## config.mk

```make
export PLATFORM = sky130hd
export DESIGN_NAME = fpvs_seq
export DESIGN_NICKNAME = d
export VERILOG_FILES = /design/src/rtl/fpvs_delay.v /design/src/rtl/fpvs_seq.v
export VERILOG_INCLUDE_DIRS = /design/src /design/src/rtl
export SDC_FILE = /design/constraint.sdc
export NUM_CORES = 1
export LEC_CHECK = 0
export ABC_CLOCK_PERIOD_IN_PS = 3960
export BUFFER_PORTS_ARGS = -buffer_cell sky130_fd_sc_hd__buf_4
export CORE_ASPECT_RATIO = 1.1
export CORE_UTILIZATION = 46
export DETAILED_ROUTE_END_ITERATION = 6
export PLACE_DENSITY = 0.69
export SYNTH_ARGS = -nofsm -noshare
export SYNTH_HDL_FRONTEND = slang
export SYNTH_SLANG_ARGS = --single-unit
```

## constraint.sdc

```tcl
create_clock -name mclk -period 3.96 [get_ports mclk]
set_input_delay 0.792 -clock mclk [delete_from_list [all_inputs] [get_ports mclk]]
set_output_delay 0.792 -clock mclk [all_outputs]
set_load 0.02 [all_outputs]
```

## src/rtl/fpvs_defines.vh

```
// Constants for the flash program/erase host sequencer.
// Assumes a 25 MHz mclk; included by bare name.
`ifndef FPVS_DEFINES_VH
`define FPVS_DEFINES_VH
`define FPVS_CLK_MHZ        25
`define FPVS_CMD_READ       8'h00
`define FPVS_CMD_ERASE      8'h20
`define FPVS_CMD_PROG_SETUP 8'h40
`define FPVS_CMD_ERASE_VFY  8'hA0
`define FPVS_CMD_PROG_VFY   8'hC0
`define FPVS_CMD_RESET      8'hFF
`define FPVS_ERASED_BYTE    8'hFF
// Times in their own units
`define FPVS_T_SUPPLY_NS    100
`define FPVS_T_PULSE_US     10
`define FPVS_T_RECOVER_US   6
`define FPVS_T_ERASE_MS     10
// Cycle counts; least times round up
`define FPVS_SUPPLY_CYC     ((`FPVS_T_SUPPLY_NS * `FPVS_CLK_MHZ + 999) / 1000)
`define FPVS_PULSE_CYC      (`FPVS_T_PULSE_US * `FPVS_CLK_MHZ)
`define FPVS_RECOVER_CYC    (`FPVS_T_RECOVER_US * `FPVS_CLK_MHZ)
`define FPVS_ERASE_CYC      (`FPVS_T_ERASE_MS * 1000 * `FPVS_CLK_MHZ)
`define FPVS_MAX_PULSES     25
`define FPVS_MAX_ERASE      1000
// Strobe low width in cycles; the high phase runs FPVS_WE_HIGH_CYC + 1 cycles
`define FPVS_WE_LOW_CYC     4
`define FPVS_WE_HIGH_CYC    2
`endif

```

## src/rtl/fpvs_delay.v

```verilog
// Down-counting delay timer for the sequencer.
// Assumes start is a one-cycle pulse from logic on mclk.
`timescale 1ns/10ps
`default_nettype none
module fpvs_delay #(
	parameter W = 20
) (
	input  wire         mclk,
	input  wire         reset,
	input  wire         start,
	input  wire [W-1:0] count,
	output reg          done
);
	reg [W-1:0] cnt_q;
	reg         run_q;

	// Load on start, pulse done when expired
	always @(posedge mclk or posedge reset) begin
		if (reset) begin
			cnt_q <= {W{1'b0}};
			run_q <= 1'b0;
			done  <= 1'b0;
		end else begin
			done <= 1'b0;
			if (start) begin
				cnt_q <= count;
				run_q <= 1'b1;
			end else if (run_q) begin
				if (cnt_q <= {{(W-1){1'b0}}, 1'b1}) begin
					run_q <= 1'b0;
					done  <= 1'b1;
				end else begin
					cnt_q <= cnt_q - {{(W-1){1'b0}}, 1'b1};
				end
			end
		end
	end
endmodule
`default_nettype wire

```

## src/rtl/fpvs_seq.v

```verilog
// Host sequencer that programs or bulk-erases a parallel flash by its pins.
// Assumes program supply is switched on by this block and flash pins are pads.
// Function
// Write C0h to verify; its strobe rising edge ends the programming pulse.
// Device verifies last programmed byte, with the latched address; no new data.
// Device returns margin-checked data on an ordinary read in verify state.
// Keep intended byte; match advances, mismatch repeats setup, program, verify.
// At most 25 programming pulses per byte per cycle.
// Program needs two writes; setup 40h leaves array unchanged.
// Second write: address at strobe fall, data at rise, pulse starts at rise.
// Wait 10 us from program write rise before issuing verify.
// Device stop timer ends each programming pulse after 10 us.
// Wait at least 6 us after verify write before reading.
// Reads during write recovery are invalid and may falsely fail.
// Reset FFh returns to read mode; written at sequence end.
// Program verify only after programming; optional final read-compare.
// Time each erase pulse 10 ms; write erase-verify after each pulse.
// End program or erase when timer expires or on interrupt.
// Wait 100 ns after supply settles before any command.
// Parallel erase verifies each device; mask done devices with 00h.
// Device powers up in read mode, no command pending.
// After setup 40h, write FFh twice; second aborts to read mode.
// After any other command, one reset aborts and returns to read.
// FFh data programs nothing; reset never alters array.
// Host may always write reset twice.
// Device programs only on write right after program setup.
// Erase is two 20h writes; second rise starts whole-array erase.
// Erase-verify A0h ends erase pulse; address latched at strobe fall.
// Count pulses per byte; report failure after the maximum.
`timescale 1ns/10ps
`default_nettype none
`include "fpvs_defines.vh"
module fpvs_seq #(
	parameter AW         = 17,
	parameter ERASE_CYC  = `FPVS_ERASE_CYC,
	parameter MAX_ERASE  = `FPVS_MAX_ERASE
) (
	input  wire          mclk,
	input  wire          reset,
	input  wire          start_prog,
	input  wire          start_erase,
	input  wire          abort,
	input  wire [AW-1:0] user_addr,
	input  wire [7:0]    user_data,
	input  wire [AW-1:0] erase_last,
	output reg           busy,
	output reg           done,
	output reg           fail,
	output reg  [AW-1:0] fl_addr,
	output reg  [7:0]    fl_dq_out,
	output reg           fl_dq_oe_n,
	input  wire [7:0]    fl_dq_in,
	output reg           fl_ce_n,
	output reg           fl_oe_n,
	output reg           fl_we_n,
	output reg           program_supply_high
);
	localparam [3:0] S_IDLE = 4'h0, S_RAMP = 4'h1, S_WRITE = 4'h2, S_WAIT = 4'h3,
		S_READ = 4'h4, S_CHECK = 4'h5, S_DONE = 4'h6;
	// What follows the current write
	localparam [2:0] N_SETUP = 3'h0, N_PULSE = 3'h1, N_VFY = 3'h2, N_RST1 = 3'h3,
		N_RST2 = 3'h4, N_ERASE2 = 3'h5, N_MASK = 3'h6;
	// Counts held as full words, cut to each counter's width where used
	localparam [31:0] SUPPLY_W = `FPVS_SUPPLY_CYC;
	localparam [31:0] PULSE_W  = `FPVS_PULSE_CYC;
	localparam [31:0] RECOV_W  = `FPVS_RECOVER_CYC;
	localparam [31:0] ERASE_W  = ERASE_CYC;
	localparam [31:0] MAXE_W   = MAX_ERASE;
	localparam [31:0] MAXP_W   = `FPVS_MAX_PULSES;
	localparam [31:0] WELO_W   = `FPVS_WE_LOW_CYC;
	localparam [31:0] PH_W     = `FPVS_WE_LOW_CYC + `FPVS_WE_HIGH_CYC;
	localparam [3:0]  PH_MAX   = PH_W[3:0];

	reg [3:0]    state_q;
	reg [2:0]    step_q;
	reg          erase_q;
	reg [7:0]    cmd_q;
	reg [7:0]    want_q;
	reg [3:0]    ph_q;
	reg [4:0]    pulses_q;
	reg [9:0]    epulses_q;
	reg          err_q;
	reg [7:0]    rd_s1_q;
	reg [7:0]    rd_s2_q;
	reg          tstart_q;
	reg [23:0]   tcount_q;
	wire         tdone;

	fpvs_delay #(.W(24)) u_delay (
		.mclk  (mclk),
		.reset (reset),
		.start (tstart_q),
		.count (tcount_q),
		.done  (tdone)
	);

	// Two-stage sync of flash data pins
	always @(posedge mclk or posedge reset) begin
		if (reset) begin
			rd_s1_q <= 8'h00;
			rd_s2_q <= 8'h00;
		end else begin
			rd_s1_q <= fl_dq_in;
			rd_s2_q <= rd_s1_q;
		end
	end

	// Main sequencer
	always @(posedge mclk or posedge reset) begin
		if (reset) begin
			state_q <= S_IDLE;
			step_q <= N_SETUP;
			erase_q <= 1'b0;
			cmd_q <= 8'h00;
			want_q <= 8'h00;
			ph_q <= 4'h0;
			pulses_q <= 5'h00;
			epulses_q <= 10'h000;
			err_q <= 1'b0;
			tstart_q <= 1'b0;
			tcount_q <= 24'h000000;
			busy <= 1'b0;
			done <= 1'b0;
			fail <= 1'b0;
			fl_addr <= {AW{1'b0}};
			fl_dq_out <= 8'h00;
			fl_dq_oe_n <= 1'b1;
			fl_ce_n <= 1'b1;
			fl_oe_n <= 1'b1;
			fl_we_n <= 1'b1;
			program_supply_high <= 1'b0;
		end else begin
			tstart_q <= 1'b0;
			done <= 1'b0;
			case (state_q)
			S_IDLE: begin
				if (start_prog || start_erase) begin
					erase_q <= start_erase;
					fl_addr <= start_erase ? {AW{1'b0}} : user_addr;
					want_q <= start_erase ? `FPVS_ERASED_BYTE : user_data;
					pulses_q <= 5'h00;
					epulses_q <= 10'h000;
					err_q <= 1'b0;
					busy <= 1'b1;
					fail <= 1'b0;
					fl_ce_n <= 1'b0;
					program_supply_high <= 1'b1;
					tcount_q <= SUPPLY_W[23:0];
					tstart_q <= 1'b1;
					state_q <= S_RAMP;
				end
			end
			S_RAMP: begin
				if (tdone) begin
					cmd_q <= erase_q ? `FPVS_CMD_ERASE : `FPVS_CMD_PROG_SETUP;
					step_q <= erase_q ? N_ERASE2 : N_SETUP;
					ph_q <= 4'h0;
					state_q <= S_WRITE;
				end
			end
			S_WRITE: begin
				// Strobe low then high; device takes data at the rise
				ph_q <= ph_q + 4'h1;
				fl_dq_out <= cmd_q;
				fl_dq_oe_n <= 1'b0;
				fl_oe_n <= 1'b1;
				fl_we_n <= (ph_q < WELO_W[3:0]) ? 1'b0 : 1'b1;
				if (ph_q == PH_MAX) begin
					fl_dq_oe_n <= 1'b1;
					ph_q <= 4'h0;
					case (step_q)
					N_SETUP: begin
						cmd_q <= want_q;
						step_q <= N_PULSE;
						pulses_q <= pulses_q + 5'h01;
					end
					N_PULSE: begin
						tcount_q <= PULSE_W[23:0];
						tstart_q <= 1'b1;
						state_q <= S_WAIT;
					end
					N_ERASE2: begin
						// First 20h is setup; second starts erase
						if (pulses_q[0]) begin
							tcount_q <= ERASE_W[23:0];
							tstart_q <= 1'b1;
							epulses_q <= epulses_q + 10'h001;
							pulses_q <= 5'h00;
							state_q <= S_WAIT;
							step_q <= N_PULSE;
						end else begin
							pulses_q <= 5'h01;
						end
					end
					N_VFY: begin
						tcount_q <= RECOV_W[23:0];
						tstart_q <= 1'b1;
						step_q <= N_VFY;
						state_q <= S_WAIT;
					end
					N_RST1: begin
						step_q <= N_RST2;
					end
					N_MASK: begin
						cmd_q <= `FPVS_CMD_RESET;
						step_q <= N_RST1;
					end
					default: begin
						state_q <= S_DONE;
					end
					endcase
				end
			end
			S_WAIT: begin
				if (abort && step_q == N_PULSE) begin
					cmd_q <= erase_q ? `FPVS_CMD_ERASE_VFY : `FPVS_CMD_PROG_VFY;
					err_q <= 1'b1;
					step_q <= N_VFY;
					state_q <= S_WRITE;
				end else if (tdone && !tstart_q) begin // Stale expiry of an aborted pulse ignored
					if (step_q == N_PULSE) begin
						// Verify write ends the pulse
						cmd_q <= erase_q ? `FPVS_CMD_ERASE_VFY : `FPVS_CMD_PROG_VFY;
						step_q <= N_VFY;
						state_q <= S_WRITE;
					end else begin
						state_q <= S_READ;
					end
				end
			end
			S_READ: begin
				// Ordinary read of margin data
				ph_q <= ph_q + 4'h1;
				fl_oe_n <= 1'b0;
				if (ph_q == PH_MAX) begin
					fl_oe_n <= 1'b1;
					ph_q <= 4'h0;
					state_q <= S_CHECK;
				end
			end
			S_CHECK: begin
				state_q <= S_WRITE;
				cmd_q <= `FPVS_CMD_RESET;
				step_q <= N_RST1;
				if (err_q) begin
					fail <= 1'b1;
				end else if (rd_s2_q == want_q) begin
					if (erase_q && fl_addr != erase_last) begin
						fl_addr <= fl_addr + {{(AW-1){1'b0}}, 1'b1};
						cmd_q <= `FPVS_CMD_ERASE_VFY;
						step_q <= N_VFY;
					end else if (erase_q) begin
						cmd_q <= `FPVS_CMD_READ;
						step_q <= N_MASK;
					end
				end else if (!erase_q && pulses_q < MAXP_W[4:0]) begin
					cmd_q <= `FPVS_CMD_PROG_SETUP;
					step_q <= N_SETUP;
				end else if (erase_q && epulses_q < MAXE_W[9:0]) begin
					cmd_q <= `FPVS_CMD_ERASE; // Resume at failed address
					step_q <= N_ERASE2;
					pulses_q <= 5'h00;
				end else begin
					fail <= 1'b1;
				end
			end
			S_DONE: begin
				busy <= 1'b0;
				done <= 1'b1;
				fl_ce_n <= 1'b1;
				program_supply_high <= 1'b0;
				state_q <= S_IDLE;
			end
			default: begin
				state_q <= S_IDLE;
			end
			endcase
		end
	end
endmodule
`default_nettype wire

```

## Word level (Yosys, flattened, before mapping)

Index checks and enable logic that the tools add are counted.
W data, S select, Z words.

- Register bits: 143
- Input port bits: 55
- Output and inout bits: 33
- Word-level logic and storage cells: 206

- $add $sub $neg: 5
- $lt $le $gt $ge: 4
- Eq/ne operators: 39
- Multiplexer cells: 98
- Reduce and logical (&&, ||, !) cells: 35

Operators by type and width:

| operator | number |
|---|---|
| $mux W24 | 6 |
| $mux W8 | 12 |
| $mux W17 | 5 |
| $pmux W24 S3 | 1 |
| $pmux W24 S2 | 1 |
| $mux W3 | 14 |
| $mux W10 | 4 |
| $mux W4 | 9 |
| $pmux W17 S2 | 1 |
| $pmux W8 S4 | 1 |
| $mux W5 | 6 |
| $ne A2 B2 Y1 const B | 14 |
| $le A24 B1 Y1 const B | 1 |
| $pmux W4 S6 | 1 |
| $sub A24 B1 Y24 const B | 1 |
| $mux W1 | 20 |
| $pmux W10 S2 | 1 |
| $reduce_and A5 Y1 | 4 |
| $ne A3 B3 Y1 const B | 6 |
| $add A17 B1 Y17 const B | 1 |
| $ne A17 B17 Y1 | 1 |
| $eq A4 B3 Y1 const B | 4 |
| $pmux W8 S2 | 1 |
| $pmux W3 S5 | 1 |
| 39 further kinds | 65 |

## Longest topological paths before layout

- Depth after elaboration: 7
- Gate-level depth with buffers: 8
- Depth with buffers taken out: 8

## Modules after synthesis

Synthesis repeated with hierarchy kept, for this count alone.

- Cell total of the unflattened synthesis: 733
- Area, all modules: 6919.1 sq um

By module, submodules not included:

| module | instances | cells an instance | area an instance (sq um) | sequential area each (sq um) |
|---|---|---|---|---|
| fpvs_seq | 1 | 559 | 5256.3 | 2457.4 |
| fpvs_delay | 1 | 174 | 1662.8 | 650.6 |

## Worst setup path after synthesis

OpenSTA, ideal clock, no wires.

- Path kind: input-to-reg
- From: in erase_last[4]
- To: reg fl_addr[0]
- Setup time: 125 ps
- Arrival time: 2282 ps
- Data required time: 3835 ps
- Slack: 1553 ps
- Stages on the path: 7
- Path buffers: 1
- Cells stage by stage: xor2_1 > nor4_1 > nand3_1 > o21ai_1 > a21o_1 > buf_2 > mux2_2

- Word-level cells in the longest chain between the ends: 4

RTL lines:

| what | RTL line | text |
|---|---|---|
| from (decl) | fpvs_seq.v:45 | `input wire [AW-1:0] erase_last,` |
| $ne A17 B17 Y1 | fpvs_seq.v:248 | `if (erase_q && fl_addr != erase_last) begin` |
| $logic_and A1 B1 Y1 | fpvs_seq.v:248 |  |
| $ne A2 B2 Y1 (no source line) | n/a |  |
| $reduce_and A5 Y1 (no source line) | n/a |  |
| to (signal assigned) | fpvs_seq.v:125 | `fl_addr <= {AW{1'b0}};` |
| to (signal assigned) | fpvs_seq.v:139 | `fl_addr <= start_erase ? {AW{1'b0}} : user_addr;` |
| to (signal assigned) | fpvs_seq.v:249 | `fl_addr <= fl_addr + {{(AW-1){1'b0}}, 1'b1};` |
| to (decl) | fpvs_seq.v:49 | `output reg [AW-1:0] fl_addr,` |

No other way between the ends.
A chain may end at the register's enable or synchronous reset.

## Worst setup path in the final report

- From: reg state_q[1]
- To: reg cmd_q[5]

- Word-level cells in the longest chain between the ends: 3
- Elaborated cells between the ends (all ways): 12
- Classes of those cells: eq/ne (9); mux (1); reduce/logical (2)

RTL lines:

| what | RTL line | text |
|---|---|---|
| from (decl) | fpvs_seq.v:74 | `reg [3:0] state_q;` |
| from (signal assigned) | fpvs_seq.v:111 | `state_q <= S_IDLE;` |
| from (signal assigned) | fpvs_seq.v:150 | `state_q <= S_RAMP;` |
| from (signal assigned) | fpvs_seq.v:158 | `state_q <= S_WRITE;` |
| $eq A4 B2 Y1, or another cell as far along | fpvs_seq.v:135 | `case (state_q)` |
| $ne A3 B1 Y1 (no source line), or another cell as far along | n/a |  |
| $reduce_and A6 Y1 (no source line) | n/a |  |
| to (signal assigned) | fpvs_seq.v:155 | `` cmd_q <= erase_q ? `FPVS_CMD_ERASE : `FPVS_CMD_PROG_SETUP; `` |
| to (signal assigned) | fpvs_seq.v:173 | `cmd_q <= want_q;` |
| to (signal assigned) | fpvs_seq.v:205 | `` cmd_q <= `FPVS_CMD_RESET; `` |
| to (decl) | fpvs_seq.v:77 | `reg [7:0] cmd_q;` |

Several ways; a longest one is shown, not always the timed one.

==> flow_summary.ini <==
[status]
outcome = complete, no violations

[floorplanning]
core-area_um2 = 13900
initial_core_util = 0.475
dieArea_um2 = 14900
io_pins = 88
chipWidth_um = 116
die_h_um = 128
rows = 45

[placement]
place_hpwl_um = 10700
place.gp.congestion = 0.876
place_area_um2 = 7430
port_buffers = 87

[route]
drtPass1Iterations = 5
drt-wirelength-per-cell_um = 15.7
ant_nets = 0
routed_via_density = 5.68
num_vias = 5639
drt_iter0_markers = 379
drt-total-wl_um = 15600
drc = 0

[synth]
avgSynthCellArea_um2 = 9.23
yosysSeqAreaShare = 0.470
yosys-top-cells-area = dfrtp_1, nand2_1, xor2_1, o21ai_0, xnor2_1
synth_nets = 776
ys_ff_latch = 124
synth_edf_count = 0
synth_cells = 716
synth_ff_type = dfrtp_1
ys.warnings.count = 0
post_synth_num_cell_types = 66
netlist_area_um2 = 6610
synth_commonest_cells = dfrtp_1, nand2_1, o21ai_0
synth_most_common_cell = dfrtp_1
synth_top_area_frac = 0.454
synthArstFlopShare = 1.00
yosysTopAreaCell = dfrtp_1

[critical_path]
cp_max_fo = 21
r2r_cells = 5
critPathArrivalTime_ns = 2.93
path_cells = nor2b_1 > o21ai_0 > a211oi_1 > nand2_1 > o31a_1
cp-start-kind = flop
r2r-end = cmd_q[5]
regToRegSetupSlack_ns = 1.34
cp_data_required_time_ns = 4.27
endpoint_kind = flop
critPathSlowestCell = dfrtp_1
cp_slowest_stage_delay_ns = 0.74
worstReg2RegStart = state_q[1]
critical_path_class = flop to flop
cp-startpoint = state_q[1]

[cells_and_area]
layout-drive-gt1-share = 0.188
design_area_um2 = 8090
n_antenna_cell = 0
nets = 852
syn_to_final_growth_pct = 22.4

[clock_tree]
htree_num_levels = 4
post-cts-setup-buffer-count = 0
clk_path_buf_depth = 2
cts_tree = yes
numClockSinks = 124
ctsHoldBuffers = 0
clock_latency_ns = 0.43
cts_buffers = 17
cts_resized = 0
cts.clk_slew.worst_paths_ns = 0.06
cts_root_buffer = clkbuf_16

[sta]
rsz0062_at_grt = no
period_share = 0.662
fmaxAchievable_ghz = 0.381
finClkSkew_ns = 0.00865
drv_slew = 0
setup_violations = 0
period_minus_slack_ns = 2.62
tns_ns = 0
finalHoldViolCount = 0
relSlewSlack = 0.467
hold_slack_ns = 0.347
worstMarginPinSlew_ns = 0.798

[global_routing]
grt_max_degree = 125
overflow = 0
antenna_found_initial = 0
grt_util_all_layers = 0.225
grt_pass1_wl_um = 26000
grt_pass1_vias = 5415

[worst_hold_path]
holdPathEnd = rd_s2_q[7]
hold_path_depth = 0
min_from = rd_s1_q[7]
hp-class = flop to flop

[job]
drv_cap = 0

[pwr]
irDropWorstVdd_v = 0.000440
p_leak_uw = 0.00366
p_per_area_nw_per_um2 = 795
[power by group]
group	leakage [uW]	switching, uW	internal [uW]	total [uW]
Clock	0.000313	608	1130	1740
Sequential	0.00156	533	1680	2220
Combinational	0.00178	1410	1070	2480
Total	0.00366	2550	3880	6430
[kinds of logic (layout without fill, tap and decap cells)]
| group | count (synthesis) | in the layout | synth area share |
|---|---|---|---|
| AO/OA/AOI/OAI | 188 | 188 | 0.183 |
| XOR/XNOR | 59 | 59 | 0.0782 |
| adder cells (fa/ha/maj) | 5 | 5 | 0.00946 |
| buffers and inverters | 63 | 152 | 0.0379 |
| flip-flops | 124 | 124 | 0.470 |
| multiplexers | 7 | 7 | 0.0115 |
| AND/OR/NAND/NOR | 270 | 270 | 0.210 |
[cell type report]
class,instances,area (um2)
Inverter,22,86.3
Sequential cell,124,3110
Clock buffer,17,425
Tap cell,188,235
Clock inverter,15,236
Timing Repair Buffer,98,748
Fill cell,1244,5810
Multi-Input combinational cell,529,3250
[state kept, by name, summed over array words and instances (netlist names), 3 cells and up]
signal and count:
fl_addr 17, epulses_q 10, pulses_q 5, fl_dq_out 8
rd_s2_q 8, cmd_q 8, state_q 3, want_q 8
tcount_q 6, rd_s1_q 8, u_delay.cnt_q 24, step_q 3
ph_q 4
[worst max path at each step]
stage / endpoint / cells after the start
after floorplan: fl_addr[0] / 7
after global placement: fl_addr[1] / 8
after detailed placement: fl_addr[0] / 8
after CTS: cmd_q[5] / 5
after global routing: cmd_q[5] / 5
final: cmd_q[5] / 5
[critical path, delay by kind of cell (launching register included)]
kind / cells / cell delay (ns)
AOI/OAI and AO/OA: 3 / 1.01
and+or+nand+nor: 2 / 0.76
DFF: 1 / 0.74
[metrics by stage]
stage                     total power, uW  std cells  setup WS, ns   util
after global placement               4610        961          1.27  0.534
after detailed placement             4690        961          1.19  0.534
after global routing                 6860        993          1.10  0.582
final                                6430        993          1.34  0.582
after CTS                            6450        993          1.44  0.582
after floorplan                      3950        716          1.55      -
[cells in the final DEF, fill, tap and decap left out, types with 5 or more instances in the layout]
| cell | Yosys | final |
|---|---|---|
| a211oi_1 | 17 | 17 |
| a21o_1 | 8 | 8 |
| a21oi_1 | 39 | 39 |
| a31oi_1 | 5 | 5 |
| and2_1 | 5 | 5 |
| and3_1 | 9 | 9 |
| buf_4 | 1 | 97 |
| bufinv_16 | 0 | 5 |
| clkbuf_16 | 0 | 17 |
| dfrtp_1 | 120 | 120 |
| ha_1 | 5 | 5 |
| inv_1 | 22 | 21 |
| mux2_2 | 5 | 5 |
| nand2_1 | 93 | 93 |
| nand2b_1 | 8 | 8 |
| nand3_1 | 26 | 26 |
| nand3b_1 | 5 | 5 |
| nand4_1 | 7 | 7 |
| nand4b_1 | 5 | 5 |
| nor2_1 | 49 | 49 |
| nor2b_1 | 7 | 7 |
| nor3_1 | 17 | 17 |
| nor4_1 | 8 | 8 |
| o211ai_1 | 5 | 5 |
| o21a_1 | 12 | 12 |
| o21ai_0 | 54 | 54 |
| o22a_1 | 5 | 5 |
| o22ai_1 | 11 | 11 |
| xnor2_1 | 23 | 23 |
| xor2_1 | 36 | 36 |
[per-layer routing]
metal	GRT usage	vias up	routed length, um
met2	0.359	201	7710
li1	-	2703	-
met1	0.295	2713	6810
met3	0.0459	22	782
met4	0.0988	0	259
met5	0	-	0
(Power assumes the default switching activity.)
